`src/core/ntbw_defs.vh`:
```
// Constants for the bridge window setup register bank.
// Assumes a 32-bit word bus; offsets are byte addresses.
`ifndef NTBW_DEFS_VH
`define NTBW_DEFS_VH
`define NTBW_OFS_W0_BAR 12'h010
`define NTBW_OFS_W1_BAR 12'h014
`define NTBW_OFS_W0_SETUP 12'h07C
`define NTBW_OFS_W0_XBASE 12'h080
`define NTBW_OFS_W1_SETUP 12'h084
`define NTBW_OFS_W0_XUPPER 12'h088
`define NTBW_AMSB 11
`define NTBW_F_SPACE 0
`define NTBW_F_TYPE_HI 2
`define NTBW_F_TYPE_LO 1
`define NTBW_F_FETCH 3
`define NTBW_F_SIZE_HI 9
`define NTBW_F_SIZE_LO 4
`define NTBW_F_EN 31
`define NTBW_F_XBASE_LO 4
`define NTBW_TYPE_ADDR32 2'h0
`define NTBW_TYPE_ADDR64 2'h2
`define NTBW_SIZE_MIN 6'h04
`define NTBW_UPPER_ADDR 6'h20
`define NTBW_RST_SETUP 32'h00000000
`define NTBW_RST_XBASE 28'h0000000
`define NTBW_RST_WORD 32'h00000000
`define NTBW_HTRANS_NONSEQ 2'h2
`define NTBW_HSIZE_WORD 3'h2
`define NTBW_HRESP_OKAY 1'h0
`endif

```
`src/core/ntbw_ahb_if.v`:
```
// AHB-Lite slave front end: one wait state, registered read data.
// Assumes hready is this slave's own hreadyout; only word transfers act.
`timescale 1ns/1ns
`default_nettype none
`include "ntbw_defs.vh"
module ntbw_ahb_if
(
   input wire clk,
   input wire rst,
   input wire hsel,
   input wire [31:0] haddr,
   input wire [1:0] htrans,
   input wire hwrite,
   input wire [2:0] hsize,
   input wire hready,
   input wire [31:0] rd_data,
   output wire acc,
   output wire acc_wr,
   output wire [`NTBW_AMSB:0] acc_addr,
   output reg [31:0] hrdata_r,
   output reg hreadyout_r
);
   reg pend_r;
   reg wr_r;
   reg word_r;
   reg [`NTBW_AMSB:0] addr_r;
   wire take;
   assign take = hsel && htrans[1] && hready;
   assign acc = pend_r && word_r;
   assign acc_wr = acc && wr_r;
   assign acc_addr = addr_r;
   // The wait state lets read data leave straight from a flop.
   always @(posedge clk or posedge rst)
   begin
      if (rst)
      begin
         pend_r <= 1'b0;
         wr_r <= 1'b0;
         word_r <= 1'b0;
         addr_r <= {(`NTBW_AMSB + 1){1'b0}};
         hrdata_r <= `NTBW_RST_WORD;
         hreadyout_r <= 1'b1;
      end
      else if (pend_r)
      begin
         pend_r <= 1'b0;
         hreadyout_r <= 1'b1;
         hrdata_r <= (word_r && !wr_r) ? rd_data : `NTBW_RST_WORD;
      end
      else if (take)
      begin
         pend_r <= 1'b1;
         hreadyout_r <= 1'b0;
         wr_r <= hwrite;
         word_r <= (hsize == `NTBW_HSIZE_WORD);
         addr_r <= {haddr[`NTBW_AMSB:2], 2'b00};
      end
   end
endmodule // ntbw_ahb_if
`default_nettype wire

```
`src/core/ntbw_bar_mask.v`:
```
// Writable-bit mask of one 32-bit slice of a window base address.
// Assumes size and mode come from flops on the same clock.
`timescale 1ns/1ns
`default_nettype none
`include "ntbw_defs.vh"
module ntbw_bar_mask
(
   input wire [5:0] size,
   input wire upper,
   input wire wide,
   output wire [31:0] mask
);
   wire small_size;
   // A size below the smallest window leaves nothing writable, which disables it.
   assign small_size = (size != 6'h00) && (size < `NTBW_SIZE_MIN);
   genvar j;
   generate
      for (j = 0; j < 32; j = j + 1)
      begin : g_bit
         localparam [6:0] POS = j;
         wire [6:0] a;
         assign a = upper ? (7'd32 + POS) : POS;
         assign mask[j] = (a >= 7'd4) && !small_size && (!upper || wide)
            && ((size == 6'h00) || (a >= {1'b0, size}));
      end
   endgenerate
endmodule // ntbw_bar_mask
`default_nettype wire

```
`src/core/ntbw_regs.v`:
```
// Window setup and translation registers of a non-transparent bridge.
// Assumes one AHB-Lite master on REF_CLK; COLD_RST is the power-on reset,
// SYS_RST stands for fundamental and hot reset.
//
// Overview of operation
// - With window 0's enable bit low the window is off and its base register reads zero.
// - Setup and translation fields survive fundamental and hot reset.
// - Bits 31:4 of the first translation register hold window 0's translated base.
// - In 64-bit mode the translated base also takes the upper translation register.
// - A 64-bit memory window 0 turns window 1 into the upper half of its base.
// - While so paired, window 1's setup register is read-only zero.
// - Bit 0 of window 1's setup picks memory or I/O space as its base reports.
// - Window 1's type field allows only 32-bit decoding; other codes are reserved.
// - In I/O space the type field is forced to zero whatever is written.
// - Bit 3 of window 1's setup is reported as its prefetchable bit.
// - Only the type field enables 64-bit decoding; in 32-bit mode a size beyond 32 bits leaves no base bit writable.
//
// The AHB-Lite register port was left to the implementer.
`timescale 1ns/1ns
`default_nettype none
`include "ntbw_defs.vh"
module ntbw_regs
(
   input wire REF_CLK,
   input wire SYS_RST,
   input wire COLD_RST,
   input wire HSEL,
   input wire [31:0] HADDR,
   input wire [1:0] HTRANS,
   input wire HWRITE,
   input wire [2:0] HSIZE,
   input wire [31:0] HWDATA,
   input wire HREADY,
   output wire [31:0] HRDATA,
   output wire HREADYOUT,
   output reg HRESP,
   output reg WIN0_ENABLE,
   output reg WIN0_WIDE,
   output reg [63:0] WIN0_XLAT_BASE,
   output reg [63:0] WIN0_BASE,
   output reg WIN1_ENABLE,
   output reg [31:0] WIN1_BASE
);
   // Setup fields, indexed by window.
   reg en_r [0:1];
   reg space_r [0:1];
   reg [1:0] type_r [0:1];
   reg fetch_r [0:1];
   reg [5:0] size_r [0:1];
   reg [31:4] xbase_r;
   reg [31:0] xupper_r;
   // Base address registers, reset with the bus.
   reg [31:0] bar0_r;
   reg [31:0] bar1_r;
   reg [31:0] rd_nxt;
   wire acc;
   wire acc_wr;
   wire [`NTBW_AMSB:0] acc_addr;
   reg wide;
   wire [31:0] mask [0:2];
   wire [5:0] msize [0:2];
   wire mupper [0:2];
   reg [31:0] bar0_rd;
   reg [31:0] bar1_rd;
   wire [31:0] setup0_rd;
   reg [31:0] setup1_rd;
   reg [1:0] new_type0;
   wire [1:0] new_type1;
   reg [31:0] xlat_hi;
   reg [31:0] base_hi;

   // Full-word compare; the bus front end has already cleared the two low address bits.
   function hit;
      input [`NTBW_AMSB:0] addr;
      input [`NTBW_AMSB:0] ofs;
      begin
         hit = (addr == ofs);
      end
   endfunction

   // One packing serves both setup registers, so their layouts cannot drift apart.
   function [31:0] setup_word;
      input en;
      input [5:0] size;
      input fetch;
      input [1:0] typ;
      input space;
      begin
         setup_word = `NTBW_RST_SETUP;
         setup_word[`NTBW_F_EN] = en;
         setup_word[`NTBW_F_SIZE_HI:`NTBW_F_SIZE_LO] = size;
         setup_word[`NTBW_F_FETCH] = fetch;
         setup_word[`NTBW_F_TYPE_HI:`NTBW_F_TYPE_LO] = typ;
         setup_word[`NTBW_F_SPACE] = space;
      end
   endfunction

   ntbw_ahb_if u_bus
   (
      .clk(REF_CLK),
      .rst(SYS_RST),
      .hsel(HSEL),
      .haddr(HADDR),
      .htrans(HTRANS),
      .hwrite(HWRITE),
      .hsize(HSIZE),
      .hready(HREADY),
      .rd_data(rd_nxt),
      .acc(acc),
      .acc_wr(acc_wr),
      .acc_addr(acc_addr),
      .hrdata_r(HRDATA),
      .hreadyout_r(HREADYOUT)
   );

   always @*
   begin
      wide = 1'b0;
      if (!space_r[0] && (type_r[0] == `NTBW_TYPE_ADDR64))
      begin
         wide = 1'b1;
      end
   end

   // Slices: window 0 low word, window 0 upper word, window 1 own word.
   assign msize[0] = size_r[0];
   assign msize[1] = size_r[0];
   assign msize[2] = size_r[1];
   assign mupper[0] = 1'b0;
   assign mupper[1] = 1'b1;
   assign mupper[2] = 1'b0;

   genvar k;
   generate
      for (k = 0; k < 3; k = k + 1)
      begin : g_mask
         ntbw_bar_mask u_mask
         (
            .size(msize[k]),
            .upper(mupper[k]),
            .wide(wide),
            .mask(mask[k])
         );
      end
   endgenerate

   // I/O space forces type to zero.
   always @*
   begin
      new_type0 = HWDATA[`NTBW_F_TYPE_HI:`NTBW_F_TYPE_LO];
      if (HWDATA[`NTBW_F_SPACE])
      begin
         new_type0 = 2'h0;
      end
   end
   // reserved codes of window 1 are not kept.
   assign new_type1 = `NTBW_TYPE_ADDR32;

   always @*
   begin
      bar0_rd = `NTBW_RST_WORD;
      if (en_r[0])
      begin
         bar0_rd = {bar0_r[31:4] & mask[0][31:4], fetch_r[0], type_r[0], space_r[0]};
      end
   end
   // window 1 carries the upper base bits when paired.
   // space bit and fetch bit reported.
   always @*
   begin
      bar1_rd = `NTBW_RST_WORD;
      if (wide)
      begin
         if (en_r[0])
         begin
            bar1_rd = bar1_r & mask[1];
         end
      end
      else if (en_r[1])
      begin
         bar1_rd = {bar1_r[31:4] & mask[2][31:4], fetch_r[1], type_r[1], space_r[1]};
      end
   end

   assign setup0_rd = setup_word(en_r[0], size_r[0], fetch_r[0], type_r[0], space_r[0]);
   // paired window 1 setup reads zero.
   always @*
   begin
      setup1_rd = `NTBW_RST_SETUP;
      if (!wide)
      begin
         setup1_rd = setup_word(en_r[1], size_r[1], fetch_r[1], type_r[1], space_r[1]);
      end
   end

   // upper halves of translation and base.
   // A narrow window keeps its upper halves at zero, so the datapath never sees stale bits.
   always @*
   begin
      xlat_hi = `NTBW_RST_WORD;
      base_hi = `NTBW_RST_WORD;
      if (wide)
      begin
         xlat_hi = xupper_r;
         base_hi = bar1_rd;
      end
   end

   // Unmapped offsets fall through to zero, which software sees as an absent register.
   always @*
   begin
      rd_nxt = `NTBW_RST_WORD;
      if (hit(acc_addr, `NTBW_OFS_W0_SETUP))
      begin
         rd_nxt = setup0_rd;
      end
      else if (hit(acc_addr, `NTBW_OFS_W1_SETUP))
      begin
         rd_nxt = setup1_rd;
      end
      else if (hit(acc_addr, `NTBW_OFS_W0_XBASE))
      begin
         rd_nxt = {xbase_r, 4'h0};
      end
      else if (hit(acc_addr, `NTBW_OFS_W0_XUPPER))
      begin
         rd_nxt = xupper_r;
      end
      else if (hit(acc_addr, `NTBW_OFS_W0_BAR))
      begin
         rd_nxt = bar0_rd;
      end
      else if (hit(acc_addr, `NTBW_OFS_W1_BAR))
      begin
         rd_nxt = bar1_rd;
      end
   end

   // setup fields kept across fundamental and hot reset.
   always @(posedge REF_CLK or posedge COLD_RST)
   begin
      if (COLD_RST)
      begin
         en_r[0] <= 1'b0;
         space_r[0] <= 1'b0;
         type_r[0] <= 2'h0;
         fetch_r[0] <= 1'b0;
         size_r[0] <= 6'h00;
         en_r[1] <= 1'b0;
         space_r[1] <= 1'b0;
         type_r[1] <= 2'h0;
         fetch_r[1] <= 1'b0;
         size_r[1] <= 6'h00;
         xbase_r <= `NTBW_RST_XBASE;
         xupper_r <= `NTBW_RST_WORD;
      end
      else if (acc_wr)
      begin
         if (hit(acc_addr, `NTBW_OFS_W0_SETUP))
         begin
            en_r[0] <= HWDATA[`NTBW_F_EN];
            space_r[0] <= HWDATA[`NTBW_F_SPACE];
            type_r[0] <= new_type0;
            fetch_r[0] <= HWDATA[`NTBW_F_FETCH];
            size_r[0] <= HWDATA[`NTBW_F_SIZE_HI:`NTBW_F_SIZE_LO];
         end
         if (hit(acc_addr, `NTBW_OFS_W1_SETUP) && !wide)
         begin
            en_r[1] <= HWDATA[`NTBW_F_EN];
            space_r[1] <= HWDATA[`NTBW_F_SPACE];
            type_r[1] <= new_type1;
            fetch_r[1] <= HWDATA[`NTBW_F_FETCH];
            size_r[1] <= HWDATA[`NTBW_F_SIZE_HI:`NTBW_F_SIZE_LO];
         end
         if (hit(acc_addr, `NTBW_OFS_W0_XBASE))
         begin
            xbase_r <= HWDATA[31:`NTBW_F_XBASE_LO];
         end
         if (hit(acc_addr, `NTBW_OFS_W0_XUPPER))
         begin
            xupper_r <= HWDATA;
         end
      end
   end

   // Only writable bits are kept, so a later size change cannot expose stale bits.
   always @(posedge REF_CLK or posedge SYS_RST)
   begin
      if (SYS_RST)
      begin
         bar0_r <= `NTBW_RST_WORD;
         bar1_r <= `NTBW_RST_WORD;
      end
      else if (acc_wr)
      begin
         if (hit(acc_addr, `NTBW_OFS_W0_BAR) && en_r[0])
         begin
            bar0_r <= HWDATA & mask[0];
         end
         if (hit(acc_addr, `NTBW_OFS_W1_BAR))
         begin
            if (wide && en_r[0])
            begin
               bar1_r <= HWDATA & mask[1];
            end
            else if (!wide && en_r[1])
            begin
               bar1_r <= HWDATA & mask[2];
            end
         end
      end
   end

   // Datapath-facing copies leave from flops one cycle after the fields.
   always @(posedge REF_CLK or posedge SYS_RST)
   begin
      if (SYS_RST)
      begin
         HRESP <= `NTBW_HRESP_OKAY;
         WIN0_ENABLE <= 1'b0;
         WIN0_WIDE <= 1'b0;
         WIN0_XLAT_BASE <= {2{`NTBW_RST_WORD}};
         WIN0_BASE <= {2{`NTBW_RST_WORD}};
         WIN1_ENABLE <= 1'b0;
         WIN1_BASE <= `NTBW_RST_WORD;
      end
      else
      begin
         HRESP <= `NTBW_HRESP_OKAY;
         WIN0_ENABLE <= en_r[0];
         WIN0_WIDE <= wide;
         // upper half joins only in 64-bit mode.
         WIN0_XLAT_BASE <= {xlat_hi, xbase_r, 4'h0};
         WIN0_BASE <= {base_hi, bar0_rd[31:4], 4'h0};
         // a paired window 1 never decodes on its own.
         WIN1_ENABLE <= en_r[1] && !wide;
         WIN1_BASE <= wide ? `NTBW_RST_WORD : {bar1_rd[31:4], 4'h0};
      end
   end
endmodule // ntbw_regs
`default_nettype wire

```
`config.mk`:
```
export PLATFORM = sky130hd
export DESIGN_NAME = ntbw_regs
export DESIGN_NICKNAME = d
export VERILOG_FILES = /design/src/core/ntbw_ahb_if.v /design/src/core/ntbw_bar_mask.v /design/src/core/ntbw_regs.v
export VERILOG_INCLUDE_DIRS = /design/src /design/src/core
export SDC_FILE = /design/constraint.sdc
export NUM_CORES = 1
export LEC_CHECK = 0
export BUFFER_PORTS_ARGS = -buffer_cell sky130_fd_sc_hd__buf_2
export CELL_PAD_IN_SITES_DETAIL_PLACEMENT = 1
export CELL_PAD_IN_SITES_GLOBAL_PLACEMENT = 1
export CORE_MARGIN = 1
export CORE_UTILIZATION = 43
export DETAILED_ROUTE_END_ITERATION = 10
export GPL_TIMING_DRIVEN = 0
export PLACE_DENSITY_LB_ADDON = 0.08
export SLEW_MARGIN = 10
export SYNTH_ARGS = -nofsm -noshare
export SYNTH_HDL_FRONTEND = slang
export SYNTH_SLANG_ARGS = --single-unit
```
`constraint.sdc`:
```
create_clock -name REF_CLK -period 10.85 [get_ports REF_CLK]
set_input_delay 1.085 -clock REF_CLK [delete_from_list [all_inputs] [get_ports REF_CLK]]
set_output_delay 1.085 -clock REF_CLK [all_outputs]
set_load 0.02 [all_outputs]
```
==> metrics, run 1 <==
Post-DP Area 16400 um2; # IOs 272; die height roughly 190 um; antenna violations before repair 4; Tcrit/Tclk final 43.63%; main combinational cell family by area after synthesis simple AND/OR/NAND/NOR gates; core area 32780 um2; fill cell count between 3000 and 4000; Slew Viols, Final 0; Min Clock Period, post-route 4.733 ns; initial core utilization 44.14%; Power Dens Cells approximately 160 nW/um2; most common cell after layout, fill and taps aside dfrtp_1; met3 GRT Util under 10%; Non-Filler Instances between 2000 and 2500; final wirelength 61.89 mm; CP Capture Point xupper_r[2]; R2R setup slack about 6.1 ns; First DRT Iteration DRCs 1150; post-synthesis sequential area ratio slightly below 60%; Setup Buffers After CTS 0; ys flop type dfrtp_1; Post-DP HPWL roughly 45 mm; # hold bufs at CTS 0; Final Hold Viols 0; simple-gate share of the synthesized area 15.87%; Hold WC Path Type reg2reg; ys async rst share 100.0%; Post-Layout Inst Area 17680 um2; Yosys reg bits between 300 and 400; VDD IR-drop max 0.0001433 V; ANT nets after route 0; port buffer count 235; number of global-route vias before repair 13120; r2r startpoint u_bus.acc_addr[2]; Worst Path Max Fanout 10; fmax 211.3 MHz; RSZ-0062 raised after global routing false; clock buffer count from CTS 37; routability cong. about 0.96; Seq. cell area 8434 um2; final setup skew 0.02326 ns; Clk Latency, worst-skew pair 0.54 ns; Compound-Gate Fraction of Synth Area 15.68%; CTS H-tree lvls 2; die area around 34000 um2; mapped cell area 14470 um2; CP Capture Type register; Syn. warnings 0; post-synthesis xor/xnor area fraction 0%; Worst path slowest cell nor3b_1; CP Launch Type register; Site Rows 66; Synth Instances 1371; commonest cells after routing, fill and taps aside 336 x dfrtp_1, 242 x buf_2, 182 x nand2_1, 138 x o21ai_0, 84 x nor2_1; Max Buffers Root-to-Sink 3; drt via density 5.926; share of cells above drive strength 1 25.47%; met2 usage 57.86%; placed cell count 2066; mux cell area share after synthesis around 6.0%; Post-Synth Adder-Cell Area 0.06917%; Reg2Reg Capture Point xupper_r[2]; CTS root buf clkbuf_16; R2R depth 7; CTS tree done; # nets final 1738; critical path cell sequence clkbuf_1, nor3b_1, nand2_1, nor2_2, nand2_1, clkbuf_1, mux2_2; Reg clk slew, reported paths about 0.06 ns; crit path launch u_bus.acc_addr[2]; largest net degree at the start of global routing between 100 and 150; area growth from synthesis to layout 22.19%; Crit path largest cell delay 1.05 ns; CP arrival 5.14 ns; Worst Path Required ~11 ns; Remaining DRCs 0; post-CTS sizing 0; GRT Overall Usage 36.73%; global route hottest layer met2; die width around 190 um; Least-Margin Pin Slew ~1.3 ns; worst rel slew slack 15.81%; Post-synth EDFFs 0; Cell variety after synth 75; first-pass GRT wire length 89.54 mm; max cap viols 0; gr ovfl total 0; Leakage 0.008879 uW; First-pass DRT Iterations 5; final setup vio count 0; GR Util met1 47.75%; syn avg cell area 10.56 um2; TritonCTS Sinks 337; CP Class reg2reg; Final TNS setup 0 ns; status complete, no violations; area of the multi-input gates roughly 5500 um2; vias 12650; WL/cell 28.99 um
sequential cells by signal (all words and copies together) (netlist names), 3 cells and up:
name	flops
WIN1_BASE	28
xupper_r	32
bar0_r	28
setup0_rd	3
WIN0_XLAT_BASE	60
xbase_r	28
bar1_r	32
u_bus.acc_addr	10
WIN0_BASE	60
u_bus.hrdata_r	32
msize	12
cells in the mapped netlist, types with 6 or more instances:
cell type | number | area [um2]
o21a_1 | 9 | 67.56
a22o_1 | 10 | 87.58
a22oi_1 | 10 | 75.07
a21o_1 | 6 | 45.04
nand4_1 | 8 | 50.05
mux2_2 | 75 | 844.6
nor2_1 | 84 | 315.3
o211ai_1 | 15 | 112.6
or3_1 | 6 | 37.54
inv_1 | 29 | 108.9
or2_2 | 8 | 50.05
buf_2 | 7 | 35.03
nor3_1 | 11 | 55.05
o2bb2ai_1 | 10 | 87.58
nand3_1 | 37 | 185.2
a211o_1 | 6 | 52.55
buf_4 | 13 | 97.59
nand2_1 | 182 | 683.2
a211oi_1 | 13 | 97.59
a31oi_1 | 18 | 112.6
nand2b_1 | 10 | 62.56
clkbuf_1 | 69 | 259.0
a221oi_1 | 6 | 52.55
o21ai_0 | 138 | 690.7
and3_1 | 38 | 237.7
a32oi_1 | 8 | 70.07
a21oi_1 | 48 | 240.2
and2_1 | 58 | 362.9
dfrtp_1 | 336 | 8408
logic make-up (layout without fill, tap and decap cells):
| group | Yosys count | count (layout) |
|---|---|---|
| AOI/OAI and AO/OA | 350 | 350 |
| adders and majority gates | 1 | 1 |
| other | 1 | 14 |
| and+or+nand+nor | 474 | 474 |
| DFF | 337 | 337 |
| muxes | 78 | 78 |
| buffers and inverters | 130 | 439 |
worst min path at each step:
stage / start / end / slack [ns] / cells past startpoint
floorplan: xbase_r[5] / WIN0_XLAT_BASE[5] / 0.35 / 0
global placement: xbase_r[5] / WIN0_XLAT_BASE[5] / 0.38 / 0
detailed placement: xbase_r[5] / WIN0_XLAT_BASE[5] / 0.37 / 0
CTS: xbase_r[5] / WIN0_XLAT_BASE[5] / 0.40 / 0
global route: xbase_r[5] / WIN0_XLAT_BASE[5] / 0.41 / 0
finish: xbase_r[5] / WIN0_XLAT_BASE[5] / 0.39 / 0
worst max-delay path: cells and delay by family, from the launching register on:
kind | cells | cell delay (ns)
DFF | 1 | 0.38
and+or+nand+nor | 4 | 2.86
buffers and inverters | 2 | 0.89
muxes | 1 | 0.46
metrics by stage:
step	worst slack (ns)	util, %	total power, uW	hold slack (ns)
finish	6.117	53.93	2851	0.3864
detailed placement	6.388	50.01	1537	0.3660
CTS	6.298	53.93	2853	0.3953
global route	6.138	53.93	2919	0.4118
global placement	-0.2203	49.55	1527	0.3767
floorplan	2.697	-	1433	0.3537
routing by layer:
layer | vias to the layer above | routed length (um)
li1 | 5398 | -
met1 | 6435 | 25080
met2 | 637 | 28430
met3 | 182 | 4784
met4 | 0 | 3592
met5 | - | 0
where the power goes:
| group | switching, uW | leakage (uW) | internal (uW) |
|---|---|---|---|
| Clock | 526 | 0.000627 | 804 |
| Combinational | 168 | 0.00399 | 57.7 |
| Sequential | 15.0 | 0.00426 | 1280 |
| Total | 709 | 0.00888 | 2140 |
cell type report:
| class | instances | share of cell area (%) |
|---|---|---|
| Multi-Input combinational cell | 916 | 31.28 |
| Sequential cell | 337 | 47.70 |
| Inverter | 31 | 0.7147 |
| Tap cell | 442 | 3.128 |
| Buffer | 99 | 2.639 |
| Antenna cell | 1 | 0.01415 |
| Clock buffer | 55 | 6.255 |
| Timing Repair Buffer | 241 | 7.267 |
| Clock inverter | 13 | 1.005 |
(Power assumes the default switching activity.)
==> run 2: changes to the inputs <==
--- a/config.mk
+++ b/config.mk
@@ -10,7 +10,7 @@
 export CELL_PAD_IN_SITES_DETAIL_PLACEMENT = 1
 export CELL_PAD_IN_SITES_GLOBAL_PLACEMENT = 1
 export CORE_MARGIN = 1
-export CORE_UTILIZATION = 43
+export CORE_UTILIZATION = 39
 export DETAILED_ROUTE_END_ITERATION = 10
 export GPL_TIMING_DRIVEN = 0
 export PLACE_DENSITY_LB_ADDON = 0.08
==> constraint.sdc (replaced) <==
create_clock -name REF_CLK -period 4.12 [get_ports REF_CLK]
set_input_delay 0.412 -clock REF_CLK [delete_from_list [all_inputs] [get_ports REF_CLK]]
set_output_delay 0.412 -clock REF_CLK [all_outputs]
set_load 0.02 [all_outputs]
==> run 2 against run 1 <==
  * First-iteration DRC count fell by 27%
  * Sequential share of layout area fell by 0.30 points
  * Largest cell class unchanged
  * Non-clock buffer count rose by 7
  * Critical endpoint is now bar1_r[3]
  * Clock power rose to 2.6 times the previous value
==> metrics, run 2 (synthesis gave the netlist of run 1 again) <==
Clk Latency, worst-skew pair 0.56 ns (was 0.54 ns); First-pass DRT Iterations 5 (unchanged); number of global-route vias before repair 13240 (was 13120); Least-Margin Pin Slew 1.268 ns (was 1.263 ns); Slew Viols, Final 0 (unchanged); Power Dens Cells 417.7 nW/um2 (was 161.2 nW/um2); Final WS setup 0.1306 ns (was 6.117 ns); Worst Path Required 4.53 ns (was 11.26 ns); total chip power 7433 uW (was 2851 uW); Int Pwr 5540 uW (was 2142 uW); worst rel slew slack 15.46% (was 15.81%); Layout Utilization 48.72% (was 53.93%); fmax 250.7 MHz (was 211.3 MHz); routability cong. 0.9747 (was 0.9641); Buf/Inv on CP 3 (was 2); # IOs 272 (unchanged); largest net degree at the start of global routing 45 (was 104); total stage count of the critical path 7 (unchanged); Worst Path Max Fanout 10 (unchanged); met3 GRT Util 7.340% (was 7.337%); Reg clk slew, reported paths 0.06 ns (about the same); CP arrival 4.39 ns (was 5.14 ns); crit path launch setup0_rd[0] (was u_bus.acc_addr[2]); GR Util met1 45.26% (was 47.75%); critical path cell sequence nor3b_1, clkbuf_2, nand2b_1, clkinv_1, o211ai_1, clkbuf_1, o21ai_0 (was clkbuf_1, nor3b_1, nand2_1, nor2_2, nand2_1, clkbuf_1, mux2_2); core area 36520 um2 (was 32780 um2); CTS root buf clkbuf_16 (unchanged); die width 194.6 um (was 185.5 um); CP Capture Type register (unchanged); CP Capture Point bar1_r[3] (was xupper_r[2]); Worst path slowest cell o211ai_1 (was nor3b_1); worst hold margin 0.04593 ns (was 0.3864 ns); sequential power share 45.9% (was 45.4%); CTS H-tree lvls 2 (unchanged); Comb power frac 8.2% (was 7.9%); Reg2Reg Capture Point bar1_r[3] (was xupper_r[2]); global route hottest layer met2 (unchanged); port buffer count 235 (unchanged); switching part of the total power 25.47% (was 24.88%); met2 usage 55.70% (was 57.86%); die area 37880 um2 (was 34390 um2); CP Launch Type register (unchanged); # nets final 1745 (was 1738); status complete, no violations (unchanged); first-pass GRT wire length 93.37 mm (was 89.54 mm); Max Buffers Root-to-Sink 3 (unchanged); Setup Buffers After CTS 0 (unchanged); Hold WC Path Type in2reg (was reg2reg); final setup vio count 0 (unchanged); Min Clock Period, post-route 3.989 ns (was 4.733 ns); CTS tree done (unchanged); Crit path largest cell delay 0.68 ns (was 1.05 ns); share of cells above drive strength 1 25.99% (was 25.47%); gr ovfl total 0 (unchanged); largest registers WIN0_BASE: 60 flops, WIN0_XLAT_BASE: 60 flops (unchanged); TritonCTS Sinks 337 (unchanged); ANT nets after route 0 (unchanged); First DRT Iteration DRCs 838 (was 1150); die height 194.6 um (was 185.5 um); r2r startpoint setup0_rd[0] (was u_bus.acc_addr[2]); Remaining DRCs 0 (unchanged); final wirelength 64.42 mm (was 61.89 mm); initial core utilization 39.62% (was 44.14%); Post-DP HPWL 47.20 mm (was 45.04 mm); delay-heaviest family, CP buffers and inverters (was simple AND/OR/NAND/NOR gates); Clock Power Share 45.9% (was 46.7%); drt via density 5.821 (was 5.926); GRT Overall Usage 34.56% (was 36.73%); WL/cell 29.71 um (was 28.99 um); Leakage 0.008923 uW (was 0.008879 uW); VDD IR-drop max 0.0002853 V (was 0.0001433 V); NetSw 1893 uW (was 709.4 uW); commonest cells after routing, fill and taps aside 336 x dfrtp_1, 242 x buf_2, 182 x nand2_1, 138 x o21ai_0, 84 x nor2_1 (unchanged); Site Rows 70 (was 66); max cap viols 0 (unchanged); vias 12620 (was 12650); antenna violations before repair 2 (was 4); R2R depth 7 (unchanged); clock buffer count from CTS 37 (unchanged); RSZ-0062 raised after global routing false (unchanged); final setup skew 0.01601 ns (was 0.02326 ns); R2R setup slack 0.13 ns (was 6.12 ns); most common cell after layout, fill and taps aside dfrtp_1 (unchanged); CP Class reg2reg (unchanged); Final TNS setup 0 ns (unchanged); Final Hold Viols 0 (unchanged); Tcrit/Tclk final 96.83% (was 43.63%); area growth from synthesis to layout 22.96% (was 22.19%); pre-CTS WS -0.5482 ns (was 6.388 ns); fill cell count 4107 (was 3670)
run 2: cell types whose count changed in the layout (fill, tap and decap cells not counted), sizes merged:
cell	change
dlygate4sd3	+2
bufinv	-3
buf	+5
clkbuf	+1
inv	-1
diode	+2
clkinv	+1
run 2: power groups by stage:
stage	registers (uW)	logic, uW	clock network, uW
detailed placement	3470	596	0
CTS	3410	605	3440
finish	3410	611	3410
global route	3420	649	3560
global placement	3470	566	0
floorplan	3480	295	0
run 2: timing repair:
item | in CTS | in global routing
setup endpoints to repair | 51 | 0
hold buffers | 2 | 0
resized for setup | 3 | 0
hold endpoints to repair | 69 | 0
run 2: routing by layer:
| layer | wire [um] | vias to the layer above |
|---|---|---|
| li1 | - | 5416 |
| met1 | 27060 | 6545 |
| met2 | 30360 | 527 |
| met3 | 4281 | 131 |
| met4 | 2710 | 0 |
| met5 | 0 | - |
run 2: worst min-delay path, stage by stage:
cell,delay (ns)
buf_2,0.07
nand2_1,0.04
nand2_1,0.04
run 2: stage by stage:
step,area (um2),std cells
after global placement,16280,2086
final,17790,2168
after global routing,17790,2165
after floorplan,14520,1383
after CTS,17790,2165
after detailed placement,16510,2097
run 2: how the worst min path moves through the flow:
| stage | startpoint | endpoint | slack [ns] | depth (start not counted) |
|---|---|---|---|---|
| 6_report | HADDR[10] | u_bus.acc_addr[10] | 0.05 | 3 |
| 5_1_grt | HADDR[9] | u_bus.acc_addr[9] | 0.05 | 3 |
| 4_1_cts | HADDR[10] | u_bus.acc_addr[10] | 0.03 | 3 |
| 3_5_place_dp | xbase_r[5] | WIN0_XLAT_BASE[5] | 0.37 | 0 |
| 3_3_place_gp | xbase_r[28] | WIN0_XLAT_BASE[28] | 0.38 | 0 |
| 2_1_floorplan | xbase_r[5] | WIN0_XLAT_BASE[5] | 0.35 | 0 |
run 2: layout make-up:
cell class	instances	area, um2	share of cell area (%)
Clock buffer	56	1160	6.518
Inverter	31	122.6	0.6891
Tap cell	468	585.6	3.291
Timing Repair Buffer	248	1390	7.812
Sequential cell	337	8434	47.40
Clock inverter	10	85.08	0.4781
Buffer	99	469.2	2.637
Antenna cell	3	7.507	0.04219
Multi-Input combinational cell	916	5540	31.13
==> run 3: changes to the inputs <==
--- a/config.mk
+++ b/config.mk
@@ -6,7 +6,7 @@
 export SDC_FILE = /design/constraint.sdc
 export NUM_CORES = 1
 export LEC_CHECK = 0
-export BUFFER_PORTS_ARGS = -buffer_cell sky130_fd_sc_hd__buf_2
+export BUFFER_PORTS_ARGS = -buffer_cell sky130_fd_sc_hd__buf_4
 export CELL_PAD_IN_SITES_DETAIL_PLACEMENT = 1
 export CELL_PAD_IN_SITES_GLOBAL_PLACEMENT = 1
 export CORE_MARGIN = 1
==> run 3 against run 2 <==
  * First-iteration DRC count is 9.2% higher
  * Design area is 3.8% higher
  * Clock power is 8.5% higher
  * Clock skew is 0.0017 ns higher
  * Sequential share of layout area is 1.7 points lower
  * Critical path depth stayed put
  * Combinational power is 4.3% higher
  * Die area stayed put
  * Via count is 1.0% higher
  * Setup slack better by 0.038 ns
  * Final cell count hardly changed
  * Largest power group is now the clock network
==> metrics, run 3 (synthesis gave the netlist of run 1 again) <==
area growth from synthesis to layout 27.68% (was 22.96%); CP Class reg2reg (unchanged); # nets final 1746 (was 1745); Post-DP HPWL 47.71 mm (was 47.20 mm); worst hold path cell count 3 (unchanged); Site Rows 70 (unchanged); most common cell after layout, fill and taps aside dfrtp_1 (unchanged); r2r startpoint setup0_rd[0] (unchanged); Hold Path Origin HADDR[9] (was HADDR[10]); CTS tree done (unchanged); Layout Utilization 50.59% (was 48.72%); antenna violations before repair 2 (unchanged); # diodes 0 (was 3); CP arrival 4.35 ns (was 4.39 ns); Reg2Reg Capture Point bar1_r[2] (was bar1_r[3]); Seq. cell area 8434 um2 (unchanged); VDD IR-drop max 0.0003361 V (was 0.0002853 V); TritonCTS Sinks 337 (unchanged); Worst Path Required 4.52 ns (was 4.53 ns); Leakage 0.008994 uW (was 0.008923 uW); max cap viols 0 (unchanged); final wirelength 65.53 mm (was 64.42 mm); Max Buffers Root-to-Sink 3 (unchanged); Power Dens Cells 419.2 nW/um2 (was 417.7 nW/um2); Worst Path Max Fanout 10 (unchanged); share of cells above drive strength 1 26.13% (was 25.99%); Hold EP u_bus.acc_addr[9] (was u_bus.acc_addr[10]); Remaining DRCs 0 (unchanged); Clk Latency, worst-skew pair 0.57 ns (was 0.56 ns); R2R setup slack 0.17 ns (was 0.13 ns); total chip power 7745 uW (was 7433 uW); final setup vio count 0 (unchanged); final setup skew 0.01769 ns (was 0.01601 ns); vias 12750 (was 12620); Final Hold Viols 0 (unchanged); fmax 253.1 MHz (was 250.7 MHz); fill cell count 4025 (was 4107); RSZ-0062 raised after global routing false (unchanged); worst rel slew slack 11.81% (was 15.46%); Least-Margin Pin Slew 1.323 ns (was 1.268 ns); First-pass DRT Iterations 5 (unchanged); R2R depth 7 (unchanged); core area 36520 um2 (unchanged); largest registers WIN0_BASE: 60 flops, WIN0_XLAT_BASE: 60 flops (unchanged); gr ovfl total 0 (unchanged); largest net degree at the start of global routing 43 (was 45); ANT nets after route 0 (unchanged); Slew Viols, Final 0 (unchanged); # IOs 272 (unchanged); Reg clk slew, reported paths 0.06 ns (about the same); GRT Overall Usage 35.05% (was 34.56%); Tcrit/Tclk final 95.90% (was 96.83%); CTS H-tree lvls 2 (unchanged); port buffer count 235 (unchanged); CP Capture Type register (unchanged); commonest cells after routing, fill and taps aside 336 x dfrtp_1, 250 x buf_4, 182 x nand2_1, 138 x o21ai_0, 84 x nor2_1 (was 336 x dfrtp_1, 242 x buf_2, 182 x nand2_1, 138 x o21ai_0, 84 x nor2_1); first-pass GRT wire length 94.88 mm (was 93.37 mm); WL/cell 30.24 um (was 29.71 um); Min Clock Period, post-route 3.951 ns (was 3.989 ns); clock buffer count from CTS 38 (was 37); die area 37880 um2 (unchanged); drt via density 5.882 (was 5.821); die height 194.6 um (unchanged); routability cong. 0.9631 (was 0.9747); CP Launch Type register (unchanged); CTS root buf clkbuf_16 (unchanged); Hold WC Path Type in2reg (unchanged); die width 194.6 um (unchanged); initial core utilization 39.62% (unchanged); status complete, no violations (unchanged); area of the multi-input gates 5540 um2 (unchanged); number of global-route vias before repair 13440 (was 13240); First DRT Iteration DRCs 915 (was 838)
## run 3: how the worst max path moves through the flow
stage                            from       endpoint  slack [ns]  depth (start not counted)
global placement              SYS_RST   WIN0_BASE[8]       -1.33                          2
CTS                      setup0_rd[0]      bar1_r[2]        0.26                          7
finish                   setup0_rd[0]      bar1_r[2]        0.17                          7
floorplan                     SYS_RST  WIN0_BASE[10]        0.32                          1
global route             setup0_rd[0]      bar1_r[3]        0.09                          7
detailed placement  u_bus.acc_addr[2]    xupper_r[2]       -0.50                          7
## run 3: power by group
| group | switching [uW] | internal, uW | leakage (uW) | total (uW) |
|---|---|---|---|---|
| registers | 42.7 | 3370 | 0.00426 | 3410 |
| logic | 452 | 185 | 0.00407 | 637 |
| clock network | 1460 | 2230 | 0.000658 | 3700 |
| total | 1960 | 5790 | 0.00899 | 7740 |
## run 3: what timing repair did
action,in CTS,in global routing
resized for setup,4,0
endpoints found under the hold margin,52,0
setup buffers,0,0
endpoints found under the setup margin,47,0
hold buffers,2,0
## run 3: worst max-delay path, cell delays in order, from the launching register on
cell and delay (ns):
dfrtp_1 0.46, nor3b_1 0.27, clkbuf_2 0.44, nand2b_1 0.45
clkinv_1 0.61, o211ai_1 0.64, clkbuf_1 0.67, o21ai_0 0.23
## run 3: cell type report
| class | count | area share [%] |
|---|---|---|
| Timing Repair Buffer | 248 | 10.71 |
| Sequential cell | 337 | 45.65 |
| Multi-Input combinational cell | 916 | 29.99 |
| Tap cell | 468 | 3.169 |
| Inverter | 31 | 0.6636 |
| Clock buffer | 53 | 6.108 |
| Clock inverter | 15 | 1.178 |
| Buffer | 99 | 2.539 |
## run 3: per-layer routing
| layer | vias to the layer above | share of wire, % | GRT usage, % |
|---|---|---|---|
| li1 | 5422 | - | - |
| met1 | 6599 | 41 | 45.61 |
| met2 | 574 | 47 | 56.22 |
| met3 | 152 | 7.2 | 7.114 |
| met4 | 0 | 4.4 | 16.34 |
| met5 | - | 0 | 0 |
## run 3: per-stage QoR
step	setup WS [ns]	std cells	cell area (um2)	setup TNS, ns	hold WS [ns]
2_1_floorplan	0.3232	1383	14520	0	0.3537
3_3_place_gp	-1.325	2086	16870	-339.02	0.3771
3_5_place_dp	-0.5020	2097	17100	-5.950	0.3651
4_1_cts	0.2605	2167	18480	0	0.03756
5_1_grt	0.09328	2167	18480	0	0.04769
6_report	0.1688	2167	18480	0	0.04592
